--- config.mk ---
export PLATFORM = sky130hd
export DESIGN_NAME = pts_status_regs
export DESIGN_NICKNAME = d
export VERILOG_FILES = /design/src/pkg/pts_pkg.sv /design/src/pkg/pts_tx_if.sv /design/src/hw/pts_event_flags.sv /design/src/hw/pts_retry_tracker.sv /design/src/hw/pts_status_regs.sv
export SDC_FILE = /design/constraint.sdc
export NUM_CORES = 1
export LEC_CHECK = 0
export BUFFER_PORTS_ARGS = -buffer_cell sky130_fd_sc_hd__buf_2
export CAP_MARGIN = 10
export CORE_AREA = 3 3 72 74
export CTS_CLUSTER_SIZE = 10
export DETAILED_ROUTE_END_ITERATION = 8
export DIE_AREA = 0 0 75 77
export HOLD_SLACK_MARGIN = 0.02
export PLACE_DENSITY = 0.77
export SLEW_MARGIN = 25
export SYNTH_ARGS = -nofsm -noshare
export SYNTH_HDL_FRONTEND = slang
export SYNTH_SLANG_ARGS = --single-unit
export TNS_END_PERCENT = 50
--- constraint.sdc ---
create_clock -name clk_i -period 1.4 [get_ports clk_i]
set_input_delay 0.28 -clock clk_i [delete_from_list [all_inputs] [get_ports clk_i]]
set_output_delay 0.28 -clock clk_i [all_outputs]
set_load 0.01 [all_outputs]
--- src/pkg/pts_pkg.sv ---
package pts_pkg;

  // Register addresses on the serial management port
  localparam logic [7:0] PTS_ADDR_FAIL_RST_STATUS = 8'h3C;
  localparam logic [7:0] PTS_ADDR_TOGGLE_RX_STATUS = 8'h3D;
  localparam logic [7:0] PTS_ADDR_PD_EVENT_FLAGS = 8'h3E;
  localparam logic [7:0] PTS_ADDR_ACK_SENT_FLAGS = 8'h3F;

  // Reset values
  localparam logic [7:0] PTS_RST_FAIL_RST_STATUS = 8'h00;
  localparam logic [7:0] PTS_RST_TOGGLE_RX_STATUS = 8'h00;
  localparam logic [7:0] PTS_RST_PD_EVENT_FLAGS = 8'h00;
  localparam logic [7:0] PTS_RST_ACK_SENT_FLAGS = 8'h00;

  // Failure/reset status field positions
  localparam int PTS_SR_SOFT_FAIL_BIT = 5;
  localparam int PTS_SR_RETRY_FAIL_BIT = 4;
  localparam int PTS_SR_PWR_REQ_LSB = 2;
  localparam int PTS_SR_SOFT_RST_BIT = 1;
  localparam int PTS_SR_HARD_RST_BIT = 0;

  // Toggle / receive type status field positions
  localparam int PTS_TS_TOGGLE_LSB = 3;
  localparam int PTS_TS_DPRIME_DBG_BIT = 2;
  localparam int PTS_TS_PRIME_DBG_BIT = 1;
  localparam int PTS_TS_PLAIN_SOP_BIT = 0;

  // Event flag bit positions, first event register
  localparam int PTS_EV_OCP_TEMP_BIT = 7;
  localparam int PTS_EV_TOG_DONE_BIT = 6;
  localparam int PTS_EV_SOFT_FAIL_BIT = 5;
  localparam int PTS_EV_RETRY_FAIL_BIT = 4;
  localparam int PTS_EV_HARD_SENT_BIT = 3;
  localparam int PTS_EV_TX_ACKED_BIT = 2;
  localparam int PTS_EV_SOFT_RX_BIT = 1;
  localparam int PTS_EV_HARD_RX_BIT = 0;
  // Second event register
  localparam int PTS_EV_ACK_SENT_BIT = 0;

  // Settled toggle result, encoded as reported in the toggle field
  typedef enum logic [2:0] {
    PTS_TOG_RUNNING = 3'b000,
    PTS_TOG_SRC_CC1 = 3'b001,
    PTS_TOG_SRC_CC2 = 3'b010,
    PTS_TOG_SNK_CC1 = 3'b101,
    PTS_TOG_SNK_CC2 = 3'b110,
    PTS_TOG_AUDIO = 3'b111
  } pts_toggle_e;

  // Ordered-set type of a packet written to the receive FIFO
  typedef enum logic [2:0] {
    PTS_SOP_PLAIN = 3'b000,
    PTS_SOP_PRIME = 3'b001,
    PTS_SOP_DPRIME = 3'b010,
    PTS_SOP_PRIME_DBG = 3'b011,
    PTS_SOP_DPRIME_DBG = 3'b100
  } pts_sop_e;

endpackage : pts_pkg

--- src/pkg/pts_tx_if.sv ---
// Transmit outcome events from the retry tracker to the register bank
interface pts_tx_if;
  logic retry_fail;
  logic soft_fail;
  logic tx_acked;

  modport tracker (
    output retry_fail,
    output soft_fail,
    output tx_acked
  );

  modport bank (
    input retry_fail,
    input soft_fail,
    input tx_acked
  );
endinterface : pts_tx_if
--- src/hw/pts_event_flags.sv ---
// Sticky read-to-clear flag group; a set in the clearing cycle survives
module pts_event_flags #(
  parameter int W = 8
) (
  input wire logic clk_i,
  input wire logic rst_n_i,
  input wire logic [W-1:0] set_i,
  input wire logic clr_i,
  output logic [W-1:0] flags_o
);

  // Set wins over clear so no event is lost at read time
  always_ff @(posedge clk_i or negedge rst_n_i) begin
    if (!rst_n_i) begin
      flags_o <= '0;
    end else begin
      flags_o <= (flags_o & ~{W{clr_i}}) | set_i;
    end
  end

endmodule : pts_event_flags

--- src/hw/pts_retry_tracker.sv ---
// Follows one packet through its retries and the optional soft reset
module pts_retry_tracker
  import pts_pkg::*;
(
  input wire logic clk_i,
  input wire logic rst_n_i,
  input wire logic tx_start_i,
  input wire logic tx_nack_i,
  input wire logic tx_ack_i,
  input wire logic auto_retry_enable_i,
  input wire logic [1:0] retry_count_i,
  input wire logic auto_soft_reset_enable_i,
  input wire logic auto_hard_reset_enable_i,
  output logic retransmit_req_o,
  output logic soft_reset_req_o,
  output logic hard_reset_req_o,
  pts_tx_if.tracker tx_ev
);

  typedef enum logic [1:0] {
    PTS_TRK_IDLE = 2'b00,
    PTS_TRK_PACKET = 2'b01,
    PTS_TRK_SOFT = 2'b10
  } pts_trk_e;

  pts_trk_e state;
  logic [1:0] fails;
  logic exhausted;

  // Without auto retry the first missing acknowledge ends the attempt
  assign exhausted = !auto_retry_enable_i || (fails == retry_count_i);

  // Sequence state and failure count
  always_ff @(posedge clk_i or negedge rst_n_i) begin
    if (!rst_n_i) begin
      state <= PTS_TRK_IDLE;
      fails <= 2'h0;
    end else if (tx_start_i) begin
      state <= PTS_TRK_PACKET;
      fails <= 2'h0;
    end else begin
      unique case (state)
        PTS_TRK_IDLE: begin
          fails <= 2'h0;
        end
        PTS_TRK_PACKET: begin
          if (tx_ack_i) begin
            state <= PTS_TRK_IDLE;
          end else if (tx_nack_i && exhausted) begin
            fails <= 2'h0;
            state <= auto_soft_reset_enable_i ? PTS_TRK_SOFT : PTS_TRK_IDLE;
          end else if (tx_nack_i) begin
            fails <= fails + 2'h1;
          end
        end
        PTS_TRK_SOFT: begin
          if (tx_ack_i || (tx_nack_i && exhausted)) begin
            state <= PTS_TRK_IDLE;
          end else if (tx_nack_i) begin
            fails <= fails + 2'h1;
          end
        end
      endcase
    end
  end

  // One-cycle outcome pulses, registered
  always_ff @(posedge clk_i or negedge rst_n_i) begin
    if (!rst_n_i) begin
      retransmit_req_o <= 1'b0;
      soft_reset_req_o <= 1'b0;
      hard_reset_req_o <= 1'b0;
      tx_ev.retry_fail <= 1'b0;
      tx_ev.soft_fail <= 1'b0;
      tx_ev.tx_acked <= 1'b0;
    end else begin
      retransmit_req_o <= !tx_start_i && tx_nack_i && !exhausted && (state != PTS_TRK_IDLE);
      tx_ev.retry_fail <= !tx_start_i && tx_nack_i && exhausted
                          && (state == PTS_TRK_PACKET);
      soft_reset_req_o <= !tx_start_i && tx_nack_i && exhausted
                          && (state == PTS_TRK_PACKET) && auto_soft_reset_enable_i;
      tx_ev.soft_fail <= !tx_start_i && tx_nack_i && exhausted
                         && (state == PTS_TRK_SOFT);
      hard_reset_req_o <= !tx_start_i && tx_nack_i && exhausted
                          && (state == PTS_TRK_SOFT) && auto_hard_reset_enable_i;
      tx_ev.tx_acked <= !tx_start_i && tx_ack_i && (state != PTS_TRK_IDLE);
    end
  end

endmodule : pts_retry_tracker

--- src/hw/pts_status_regs.sv ---
// Behaviour
// - Soft-fail status sets when the soft reset and all its retries go unacknowledged.
// - Transmit start, transmitter-on or send-hard-reset command clears both failure bits.
// - Retry-fail status sets when every retransmission of a packet went unacknowledged.
// - Report internal power request; effective power is higher of both vectors.
// - Soft-reset-received status sets when a received packet is a soft reset.
// - Hard-reset-received status sets when a hard reset ordered set arrives.
// - Toggle code 000 while running, 001/010 when settled source on CC1/CC2.
// - Toggle code 101/110 when settled sink on CC1/CC2.
// - Audio accessory reads 111 and settles in the source-on-CC1 stop state.
// - Bit 2 flags last packet SOP double-prime debug, bit 1 SOP prime debug.
// - Bit 0 flags last receive FIFO packet carried a plain SOP.
// - Bit 7 event latches on VCONN over-current or over-temperature; read clears.
// - Bit 6 event latches when toggling ends on a detected attach.
// - Bit 5 event latches when the automatic soft reset sequence fails.
// - Bit 4 event latches when all automatic retransmissions fail.
// - Bit 3 event latches after a hard reset ordered set is sent.
// - Bit 2 event latches when a sent packet is acknowledged by GoodCRC.
// - Bit 1 event latches on receipt of a soft reset packet.
// - Bit 0 of first event register latches on received hard reset.
// - Bit 0 of second event register latches after a GoodCRC is sent.
// - Each event flag has a mask bit that keeps it from interrupting.
// - Auto soft reset and auto hard reset each need their own enable.
module pts_status_regs
  import pts_pkg::*;
(
  input wire logic clk_i,
  input wire logic rst_n_i,
  // Register read port of the serial management front end
  input wire logic reg_rd_i,
  input wire logic [7:0] reg_addr_i,
  output logic [7:0] reg_rdata_o,
  output logic reg_hit_o,
  // Transmit commands and outcomes
  input wire logic tx_start_cmd_i,
  input wire logic transmitter_on_cmd_i,
  input wire logic send_hard_reset_cmd_i,
  input wire logic tx_nack_i,
  input wire logic tx_ack_i,
  input wire logic hard_reset_sent_i,
  input wire logic ack_sent_i,
  // Retry configuration
  input wire logic auto_retry_enable_i,
  input wire logic [1:0] retry_count_i,
  input wire logic auto_soft_reset_enable_i,
  input wire logic auto_hard_reset_enable_i,
  output logic retransmit_req_o,
  output logic soft_reset_req_o,
  output logic hard_reset_req_o,
  // Receive path
  input wire logic soft_reset_rx_i,
  input wire logic hard_reset_rx_i,
  input wire logic rx_fifo_write_i,
  input wire logic [2:0] rx_sop_type_i,
  input wire logic pd_reset_i,
  // Power
  input wire logic [3:0] power_enable_field_i,
  input wire logic [1:0] internal_power_request_i,
  output logic [3:0] effective_power_o,
  // Toggle
  input wire logic toggle_enable_i,
  input wire logic settle_src_cc1_i,
  input wire logic settle_src_cc2_i,
  input wire logic settle_snk_cc1_i,
  input wire logic settle_snk_cc2_i,
  input wire logic settle_audio_i,
  output logic settled_source_line1_o,
  // Fault events
  input wire logic vconn_overcurrent_i,
  input wire logic overtemp_i,
  // Masks
  input wire logic [7:0] pd_event_mask_i,
  input wire logic ack_sent_event_mask_i,
  output logic event_pending_o
);

  pts_tx_if tx_ev ();

  logic soft_reset_seq_failed;
  logic retransmit_exhausted;
  logic soft_reset_received;
  logic hard_reset_received;
  logic [1:0] pwr_req;
  logic [3:0] internal_vector;
  pts_toggle_e toggle_state_code;
  logic toggle_en_d;
  logic toggle_done;
  logic last_rx_dprime_debug;
  logic last_rx_prime_debug;
  logic last_rx_plain_start;
  logic fail_clear;
  logic rd_pd_events;
  logic rd_ack_events;
  logic [7:0] pd_event_set;
  logic [7:0] pd_event_flags;
  logic [0:0] ack_sent_event_flags;
  logic [7:0] fail_rst_status;
  logic [7:0] toggle_rx_status;
  logic [7:0] next_rdata;

  // Retry and soft reset sequencing
  pts_retry_tracker u_tracker (
    .clk_i(clk_i),
    .rst_n_i(rst_n_i),
    .tx_start_i(tx_start_cmd_i),
    .tx_nack_i(tx_nack_i),
    .tx_ack_i(tx_ack_i),
    .auto_retry_enable_i(auto_retry_enable_i),
    .retry_count_i(retry_count_i),
    .auto_soft_reset_enable_i(auto_soft_reset_enable_i),
    .auto_hard_reset_enable_i(auto_hard_reset_enable_i),
    .retransmit_req_o(retransmit_req_o),
    .soft_reset_req_o(soft_reset_req_o),
    .hard_reset_req_o(hard_reset_req_o),
    .tx_ev(tx_ev.tracker)
  );

  // Any of the three commands starts a fresh transmit history
  assign fail_clear = tx_start_cmd_i || transmitter_on_cmd_i || send_hard_reset_cmd_i;

  // Failure status; a failure in the clearing cycle still shows
  always_ff @(posedge clk_i or negedge rst_n_i) begin
    if (!rst_n_i) begin
      soft_reset_seq_failed <= 1'b0;
      retransmit_exhausted <= 1'b0;
    end else begin
      soft_reset_seq_failed <= (soft_reset_seq_failed && !fail_clear)
                               || tx_ev.soft_fail;
      retransmit_exhausted <= (retransmit_exhausted && !fail_clear)
                              || tx_ev.retry_fail;
    end
  end

  // Received reset status, held until the PD logic is reset
  always_ff @(posedge clk_i or negedge rst_n_i) begin
    if (!rst_n_i) begin
      soft_reset_received <= 1'b0;
      hard_reset_received <= 1'b0;
    end else begin
      soft_reset_received <= (soft_reset_received && !pd_reset_i) || soft_reset_rx_i;
      hard_reset_received <= (hard_reset_received && !pd_reset_i) || hard_reset_rx_i;
    end
  end

  // Internal power request captured so the status read is stable
  always_ff @(posedge clk_i or negedge rst_n_i) begin
    if (!rst_n_i) begin
      pwr_req <= 2'h0;
    end else begin
      pwr_req <= internal_power_request_i;
    end
  end

  // Effective power is the numerically higher vector
  assign internal_vector = {pwr_req, power_enable_field_i[1:0]};
  assign effective_power_o = (internal_vector > power_enable_field_i)
                             ? internal_vector : power_enable_field_i;

  // Toggle result; enabling the toggle restarts it from running
  always_ff @(posedge clk_i or negedge rst_n_i) begin
    if (!rst_n_i) begin
      toggle_en_d <= 1'b0;
      toggle_state_code <= PTS_TOG_RUNNING;
      toggle_done <= 1'b0;
    end else begin
      toggle_en_d <= toggle_enable_i;
      toggle_done <= 1'b0;
      if (toggle_enable_i && !toggle_en_d) begin
        toggle_state_code <= PTS_TOG_RUNNING;
      end else if (toggle_enable_i && toggle_state_code == PTS_TOG_RUNNING) begin
        // Audio wins: both lines carry Ra, so it outranks a CC1 source match
        if (settle_audio_i) begin
          toggle_state_code <= PTS_TOG_AUDIO;
          toggle_done <= 1'b1;
        end else if (settle_src_cc1_i) begin
          toggle_state_code <= PTS_TOG_SRC_CC1;
          toggle_done <= 1'b1;
        end else if (settle_src_cc2_i) begin
          toggle_state_code <= PTS_TOG_SRC_CC2;
          toggle_done <= 1'b1;
        end else if (settle_snk_cc1_i) begin
          toggle_state_code <= PTS_TOG_SNK_CC1;
          toggle_done <= 1'b1;
        end else if (settle_snk_cc2_i) begin
          toggle_state_code <= PTS_TOG_SNK_CC2;
          toggle_done <= 1'b1;
        end
      end
    end
  end

  // Audio accessory parks in the same stop state as source on CC1
  assign settled_source_line1_o = (toggle_state_code == PTS_TOG_SRC_CC1)
                                  || (toggle_state_code == PTS_TOG_AUDIO);

  // Ordered-set type of the last packet placed in the receive FIFO
  always_ff @(posedge clk_i or negedge rst_n_i) begin
    if (!rst_n_i) begin
      last_rx_dprime_debug <= 1'b0;
      last_rx_prime_debug <= 1'b0;
      last_rx_plain_start <= 1'b0;
    end else if (rx_fifo_write_i) begin
      last_rx_dprime_debug <= (rx_sop_type_i == PTS_SOP_DPRIME_DBG);
      last_rx_prime_debug <= (rx_sop_type_i == PTS_SOP_PRIME_DBG);
      last_rx_plain_start <= (rx_sop_type_i == PTS_SOP_PLAIN);
    end
  end

  // Read strobes that clear the event registers
  assign rd_pd_events = reg_rd_i && (reg_addr_i == PTS_ADDR_PD_EVENT_FLAGS);
  assign rd_ack_events = reg_rd_i && (reg_addr_i == PTS_ADDR_ACK_SENT_FLAGS);

  // Event sources of the first event register
  always_comb begin
    pd_event_set = 8'h00;
    pd_event_set[PTS_EV_OCP_TEMP_BIT] = vconn_overcurrent_i || overtemp_i;
    pd_event_set[PTS_EV_TOG_DONE_BIT] = toggle_done;
    pd_event_set[PTS_EV_SOFT_FAIL_BIT] = tx_ev.soft_fail;
    pd_event_set[PTS_EV_RETRY_FAIL_BIT] = tx_ev.retry_fail;
    pd_event_set[PTS_EV_HARD_SENT_BIT] = hard_reset_sent_i;
    pd_event_set[PTS_EV_TX_ACKED_BIT] = tx_ev.tx_acked;
    pd_event_set[PTS_EV_SOFT_RX_BIT] = soft_reset_rx_i;
    pd_event_set[PTS_EV_HARD_RX_BIT] = hard_reset_rx_i;
  end

  pts_event_flags #(
    .W(8)
  ) u_pd_events (
    .clk_i(clk_i),
    .rst_n_i(rst_n_i),
    .set_i(pd_event_set),
    .clr_i(rd_pd_events),
    .flags_o(pd_event_flags)
  );

  pts_event_flags #(
    .W(1)
  ) u_ack_events (
    .clk_i(clk_i),
    .rst_n_i(rst_n_i),
    .set_i(ack_sent_i),
    .clr_i(rd_ack_events),
    .flags_o(ack_sent_event_flags)
  );

  // Unmasked flags summarised for the device interrupt logic
  assign event_pending_o = |(pd_event_flags & ~pd_event_mask_i)
                           || (ack_sent_event_flags[0] && !ack_sent_event_mask_i);

  // Status register images; reserved bits read as zero
  always_comb begin
    fail_rst_status = PTS_RST_FAIL_RST_STATUS;
    fail_rst_status[PTS_SR_SOFT_FAIL_BIT] = soft_reset_seq_failed;
    fail_rst_status[PTS_SR_RETRY_FAIL_BIT] = retransmit_exhausted;
    fail_rst_status[PTS_SR_PWR_REQ_LSB +: 2] = pwr_req;
    fail_rst_status[PTS_SR_SOFT_RST_BIT] = soft_reset_received;
    fail_rst_status[PTS_SR_HARD_RST_BIT] = hard_reset_received;
    toggle_rx_status = PTS_RST_TOGGLE_RX_STATUS;
    toggle_rx_status[PTS_TS_TOGGLE_LSB +: 3] = toggle_state_code;
    toggle_rx_status[PTS_TS_DPRIME_DBG_BIT] = last_rx_dprime_debug;
    toggle_rx_status[PTS_TS_PRIME_DBG_BIT] = last_rx_prime_debug;
    toggle_rx_status[PTS_TS_PLAIN_SOP_BIT] = last_rx_plain_start;
  end

  // Read multiplexer; unmapped addresses return zero
  always_comb begin
    next_rdata = 8'h00;
    unique case (reg_addr_i)
      PTS_ADDR_FAIL_RST_STATUS: next_rdata = fail_rst_status;
      PTS_ADDR_TOGGLE_RX_STATUS: next_rdata = toggle_rx_status;
      PTS_ADDR_PD_EVENT_FLAGS: next_rdata = pd_event_flags;
      PTS_ADDR_ACK_SENT_FLAGS: next_rdata = {7'h00, ack_sent_event_flags};
      default: next_rdata = 8'h00;
    endcase
  end

  // Read data captured with the pre-clear flag values
  always_ff @(posedge clk_i or negedge rst_n_i) begin
    if (!rst_n_i) begin
      reg_rdata_o <= 8'h00;
      reg_hit_o <= 1'b0;
    end else begin
      reg_hit_o <= 1'b0;
      if (reg_rd_i) begin
        reg_rdata_o <= next_rdata;
        reg_hit_o <= (reg_addr_i >= PTS_ADDR_FAIL_RST_STATUS)
                     && (reg_addr_i <= PTS_ADDR_ACK_SENT_FLAGS);
      end
    end
  end

endmodule : pts_status_regs

# Word-level counts from Yosys, hierarchy flattened
# Cells that the tools add are included.
# totals
out_inout_bits	18
input_bits	53
register_bits	42
word_cells	129
# classes
bitwise_logic	8
n_eq_ne	15
reduce_logical	50
mux	29
n_addsub	1
n_lt_le_gt_ge	3
# ops
operator	count
== test 8 x 6 -> 1 bit (second input constant)	4
one-hot mux 8 bit (4 select lines)	1
logical AND 1 bit	21
two-way mux 3 bit	7
two-way mux 2 bit	10
AND 8 bit	2
NOT 8 bit	2
logical OR 1 bit	11
greater-or-equal comparator 8 x 6 -> 1 bit (second input constant)	1
<= comparator 8 x 6 -> 1 bit (second input constant)	1
two-way mux 1 bit	8
OR 8 bit	1
OR reduction 8 bit	1
logical NOT 1 bit	7
== test 3 bit (second input constant)	2
logical NOT 3 bit	2
inequality test 3 bit (second input constant)	2
one-hot mux 2 bit (3 select lines)	1
nonzero test 6 bit	1
greater-than comparator 4 bit	1
two-way mux 4 bit	1
inequality test 4 x 3 -> 1 bit (second input constant)	1
one-hot mux 2 bit (2 select lines)	1
AND reduction 2 bit	2
other kinds (14)	15

# Longest topological paths before layout
# depth
depth_word	7
mapped_depth	6
ltp_nobuf	6

# Cells and area by module
# Synthesis repeated with hierarchy kept, for this count alone.
# hier_totals
hier_cells	196
area_unflattened_um2	2095.8
# modules_own_cells
mod	seq_area_each_um2	cells_each	n_inst	area_per_inst_um2
pts_status_regs	575.6	125	1	1224.9
pts_retry_tracker	250.2	51	1	570.5
pts_event_flags (u_pd_events)	200.2	17	1	264.0
pts_event_flags (u_ack_events)	25.0	3	1	36.3

# Worst setup path after synthesis
# Ideal clock, no wire load.
# synth_timing
path_kind	input port to flip-flop
startpoint	in reg_addr_i[6]
endpoint	reg u_pd_events.flags_o[7]
required_ns	1.276
stages	5
path_buffers	1
setup_time_ns	0.124
arrival_ns	1.483
setup_slack_ns	-0.207
cell_sequence	and4bb_1 nand4_2 or3b_1 buf_6 a211o_1
# synth_between
elab_chain_cells	5
# synth_rtl
item	line_no	text
start: declaration	pts_status_regs.sv:31	input wire logic [7:0] reg_addr_i,
== test 8 x 6 -> 1 bit	pts_status_regs.sv:210	assign rd_pd_events = reg_rd_i && (reg_addr_i == PTS_ADDR_PD_EVENT_FLAGS);
logical AND 1 bit	pts_status_regs.sv:210	
NOT 8 bit	pts_event_flags.sv:17	flags_o <= (flags_o & ~{W{clr_i}}) | set_i;
AND 8 bit	pts_event_flags.sv:17	
OR 8 bit	pts_event_flags.sv:17	
end signal: assignment	pts_event_flags.sv:17	
end: declaration	pts_event_flags.sv:9	output logic [W-1:0] flags_o
# No other way between the ends.
# A chain may end at the register's enable or synchronous reset.

# Worst setup path in the final report
# layout_timing
startpoint	reg pwr_req[1]
endpoint	out effective_power_o[2]
# layout_between
elab_chain_cells	2
# layout_rtl
item	line_no	text
start: declaration	pts_status_regs.sv:83	logic [1:0] pwr_req;
start signal: assignment	pts_status_regs.sv:150	pwr_req <= internal_power_request_i;
greater-than comparator 4 bit	pts_status_regs.sv:156	assign effective_power_o = (internal_vector > power_enable_field_i)
two-way mux 4 bit	pts_status_regs.sv:157	? internal_vector : power_enable_field_i;
end: declaration	pts_status_regs.sv:59	output logic [3:0] effective_power_o,
# No other way between the ends.

==> impl_metrics.ini <==
[status]
status = finished, violations left
violations = negative setup slack

[finish]
n_fill_cell = 377
drive_gt1_frac = 0.444
nNetsFinal = 345
final_common_cell = buf_2
fin_area_um2 = 2820
final_cell_mix = 66 x buf_2, 42 x dfrtp_1, 24 x buf_4
seqCellArea_um2 = 1050
antenna_cells = 0
multi_input_area_um2 = 935
synthToLayoutAreaGrowth_pct = 40.1
postLayoutCoreUtil = 0.606

[synthesis]
synthTopCellsByArea = dfrtp_1 52%, inv_1 4.5%, nand2_1 3.2%, ha_1 3.1%, a21o_2 2.6%
synth_edf_count = 0
ys_ff_latch = 42
synth_cells = 193
synth_area_um2 = 2020
syn-num-nets = 251
ys_types = 44
yosysSeqAreaShare = 0.521
synth_area_per_cell_um2 = 10.4
ys.flop_type = dfrtp_1
yosysTopAreaCell = dfrtp_1
async_flop_share = 1.00
yosysWarnings = 0
synth_top_area_frac = 0.521

[pwr]
ir_drop_v = 0.000428
p_leak_nw = 1.46
pwr_density_cell_nw_per_um2 = 1020

[die]
die_x_um = 75
num_rows = 25
ios = 71
coreArea_um2 = 4660
start_util = 0.432
die_y_um = 77
die_area_um2 = 5780

[cts]
cts_buffers = 5
htree_levels = 2
clock_latency_ns = 0.29
clock_path_buffers = 2
cts_tree = done
clkSlewWorstSetupHoldPaths_ns = 0.07
numClockSinks = 42
root_buffer = clkbuf_8

[placed_design]
hpwlAfterDp_um = 3540
port_buffers = 66
gp_congestion = 0.847
place_area_um2 = 2550
preCtsSetupSlack_ns = -0.354

[sta]
timing.final.crit_share = 1.24
rsz0062_at_grt = yes
worst_slack_ns = -0.335
slew_headroom = 0.748
setup_viol = 7
finalHoldViolations = 0
finalMaxSlewViolations = 0
finalClockSkew_ns = 0.00911
fmax_mhz = 576
fin_crit_ns = 1.74
worst_pin_slew_ns = 0.379

[min_path]
hp-class = input port to flop
hp-start = internal_power_request_i[1]
hold_depth = 1
holdPathEnd = pwr_req[1]

[route]
dr.pass1.iters = 4
vias = 1756
drc_errors = 0
avgRoutedWirePerCell_um = 13.5
ant_nets = 0
finalWirelength_um = 4600
viasPerCell = 5.13
drtIter0Drc = 52

[global_route]
track_usage = 0.164
met3_usage = 0.0328
grt_pass1_wl_um = 7350
grtUsageMet2 = 0.281
grt_max_degree = 29
overflow = 0
antenna_found_initial = 0
grt.busiest_layer = met2
use_met1 = 0.205
grt_pass1_vias = 1673

[setup_path]
reg2reg_from = u_tracker.state[1]
r2r_end = u_tracker.fails[0]
path_cells = ha_4, a21oi_2, a21oi_2, nand2_1, o21ai_0, buf_2
startpoint_type = flop
required_ns = 1.12
arrival_ns = 1.46
worstRegToRegCells = 6
worst-path-buf-inv = 1
critPathKind = flop to output pin
slowest_stage = dfrtp_1
cp_common_cell = a21oi_2
cp-end-kind = output pin
r2r_slack_ns = -0.13
cp_top_family = flip-flops
crit_path_max_incr_delay_ns = 0.41
path_max_fanout = 4

[job]
drv_cap = 0
[where the power goes]
part | switching (W) | leakage (nW) | total (W) | internal [W]
logic | 0.000278 | 0.878 | 0.000593 | 0.000315
clock network | 0.000407 | 0.0579 | 0.000932 | 0.000525
registers | 0.0000565 | 0.520 | 0.00135 | 0.00129
total | 0.000741 | 1.46 | 0.00287 | 0.00213
[area by class of cell]
cell class	instances	share of cell area
clock buffers	5	0.0244
clock inverters	3	0.0142
inverters	24	0.0319
multi-input cells	120	0.331
flip-flops and latches	42	0.372
well taps	54	0.0239
repair buffers	94	0.202
[synthesized netlist by cell type (3+ instances only)]
| library cell | instances |
|---|---|
| a21oi_1 | 6 |
| inv_1 | 24 |
| clkbuf_1 | 4 |
| a21o_1 | 6 |
| a22o_1 | 4 |
| a21o_2 | 6 |
| o2bb2ai_1 | 4 |
| nor3_1 | 6 |
| nor2b_1 | 3 |
| mux2i_1 | 5 |
| nand2b_1 | 6 |
| dfrtp_1 | 42 |
| nand2_1 | 17 |
| ha_1 | 5 |
| nor2_1 | 7 |
| o21ai_0 | 10 |
[layer usage]
metal  share of wire  wire length (um)  vias to the layer above
met2            0.49              2240                       61
met1            0.44              2040                      819
met4          0.0074                34                        0
met5               0                 0                        -
li1                -                 -                      872
met3           0.062               285                        4
[cells by family (layout without fill, tap and decap cells)]
family                   Yosys count  after routing  synth area share
flip-flops                        42             42             0.521
AO/OA/AOI/OAI                     56             56             0.204
adder cells (fa/ha/maj)            5              5            0.0310
buffers and inverters             31            126            0.0652
AND/OR/NAND/NOR                   51             51             0.134
multiplexers                       6              6            0.0360
XOR/XNOR                           2              2           0.00869
[flip-flops by register name (all words and copies together) (netlist names), 2 cells and up]
register             cells
u_tracker.state          2
u_tracker.fails          2
pwr_req                  2
u_pd_events.flags_o      8
reg_rdata_o              8
toggle_state_code        3
[timing repair]
item                       in CTS  in global routing
pin swaps                       3                 14
setup endpoints to repair       8                 10
hold endpoints to repair       14                  0
setup buffers                   3                  3
hold buffers                    1                  0
gates resized for setup        12                 16
[through the flow]
stage / std cells / TNS, ns / hold slack [ns] / total power (W)
finish: 342 / -1.13 / 0.100 / 0.00287
global route: 342 / -1.73 / 0.0906 / 0.00302
CTS: 339 / -1.33 / 0.0926 / 0.00285
detailed placement: 327 / -3.43 / 0.219 / 0.00187
global placement: 327 / -2.61 / 0.215 / 0.00186
floorplan: 193 / -0.744 / -0.0156 / 0.00160
[worst max path at each step]
stage                              from                     end  slack (ns)  cells past startpoint
after detailed placement  reg_addr_i[7]  u_pd_events.flags_o[7]       -0.35                      5
after global routing         pwr_req[1]    effective_power_o[3]       -0.45                      6
after global placement    reg_addr_i[7]  u_pd_events.flags_o[7]       -0.28                      5
final                        pwr_req[1]    effective_power_o[2]       -0.34                      6
after CTS                    pwr_req[1]    effective_power_o[2]       -0.35                      6
after floorplan           reg_addr_i[7]  u_pd_events.flags_o[7]       -0.12                      5
Power figures use the tool's default switching activity.
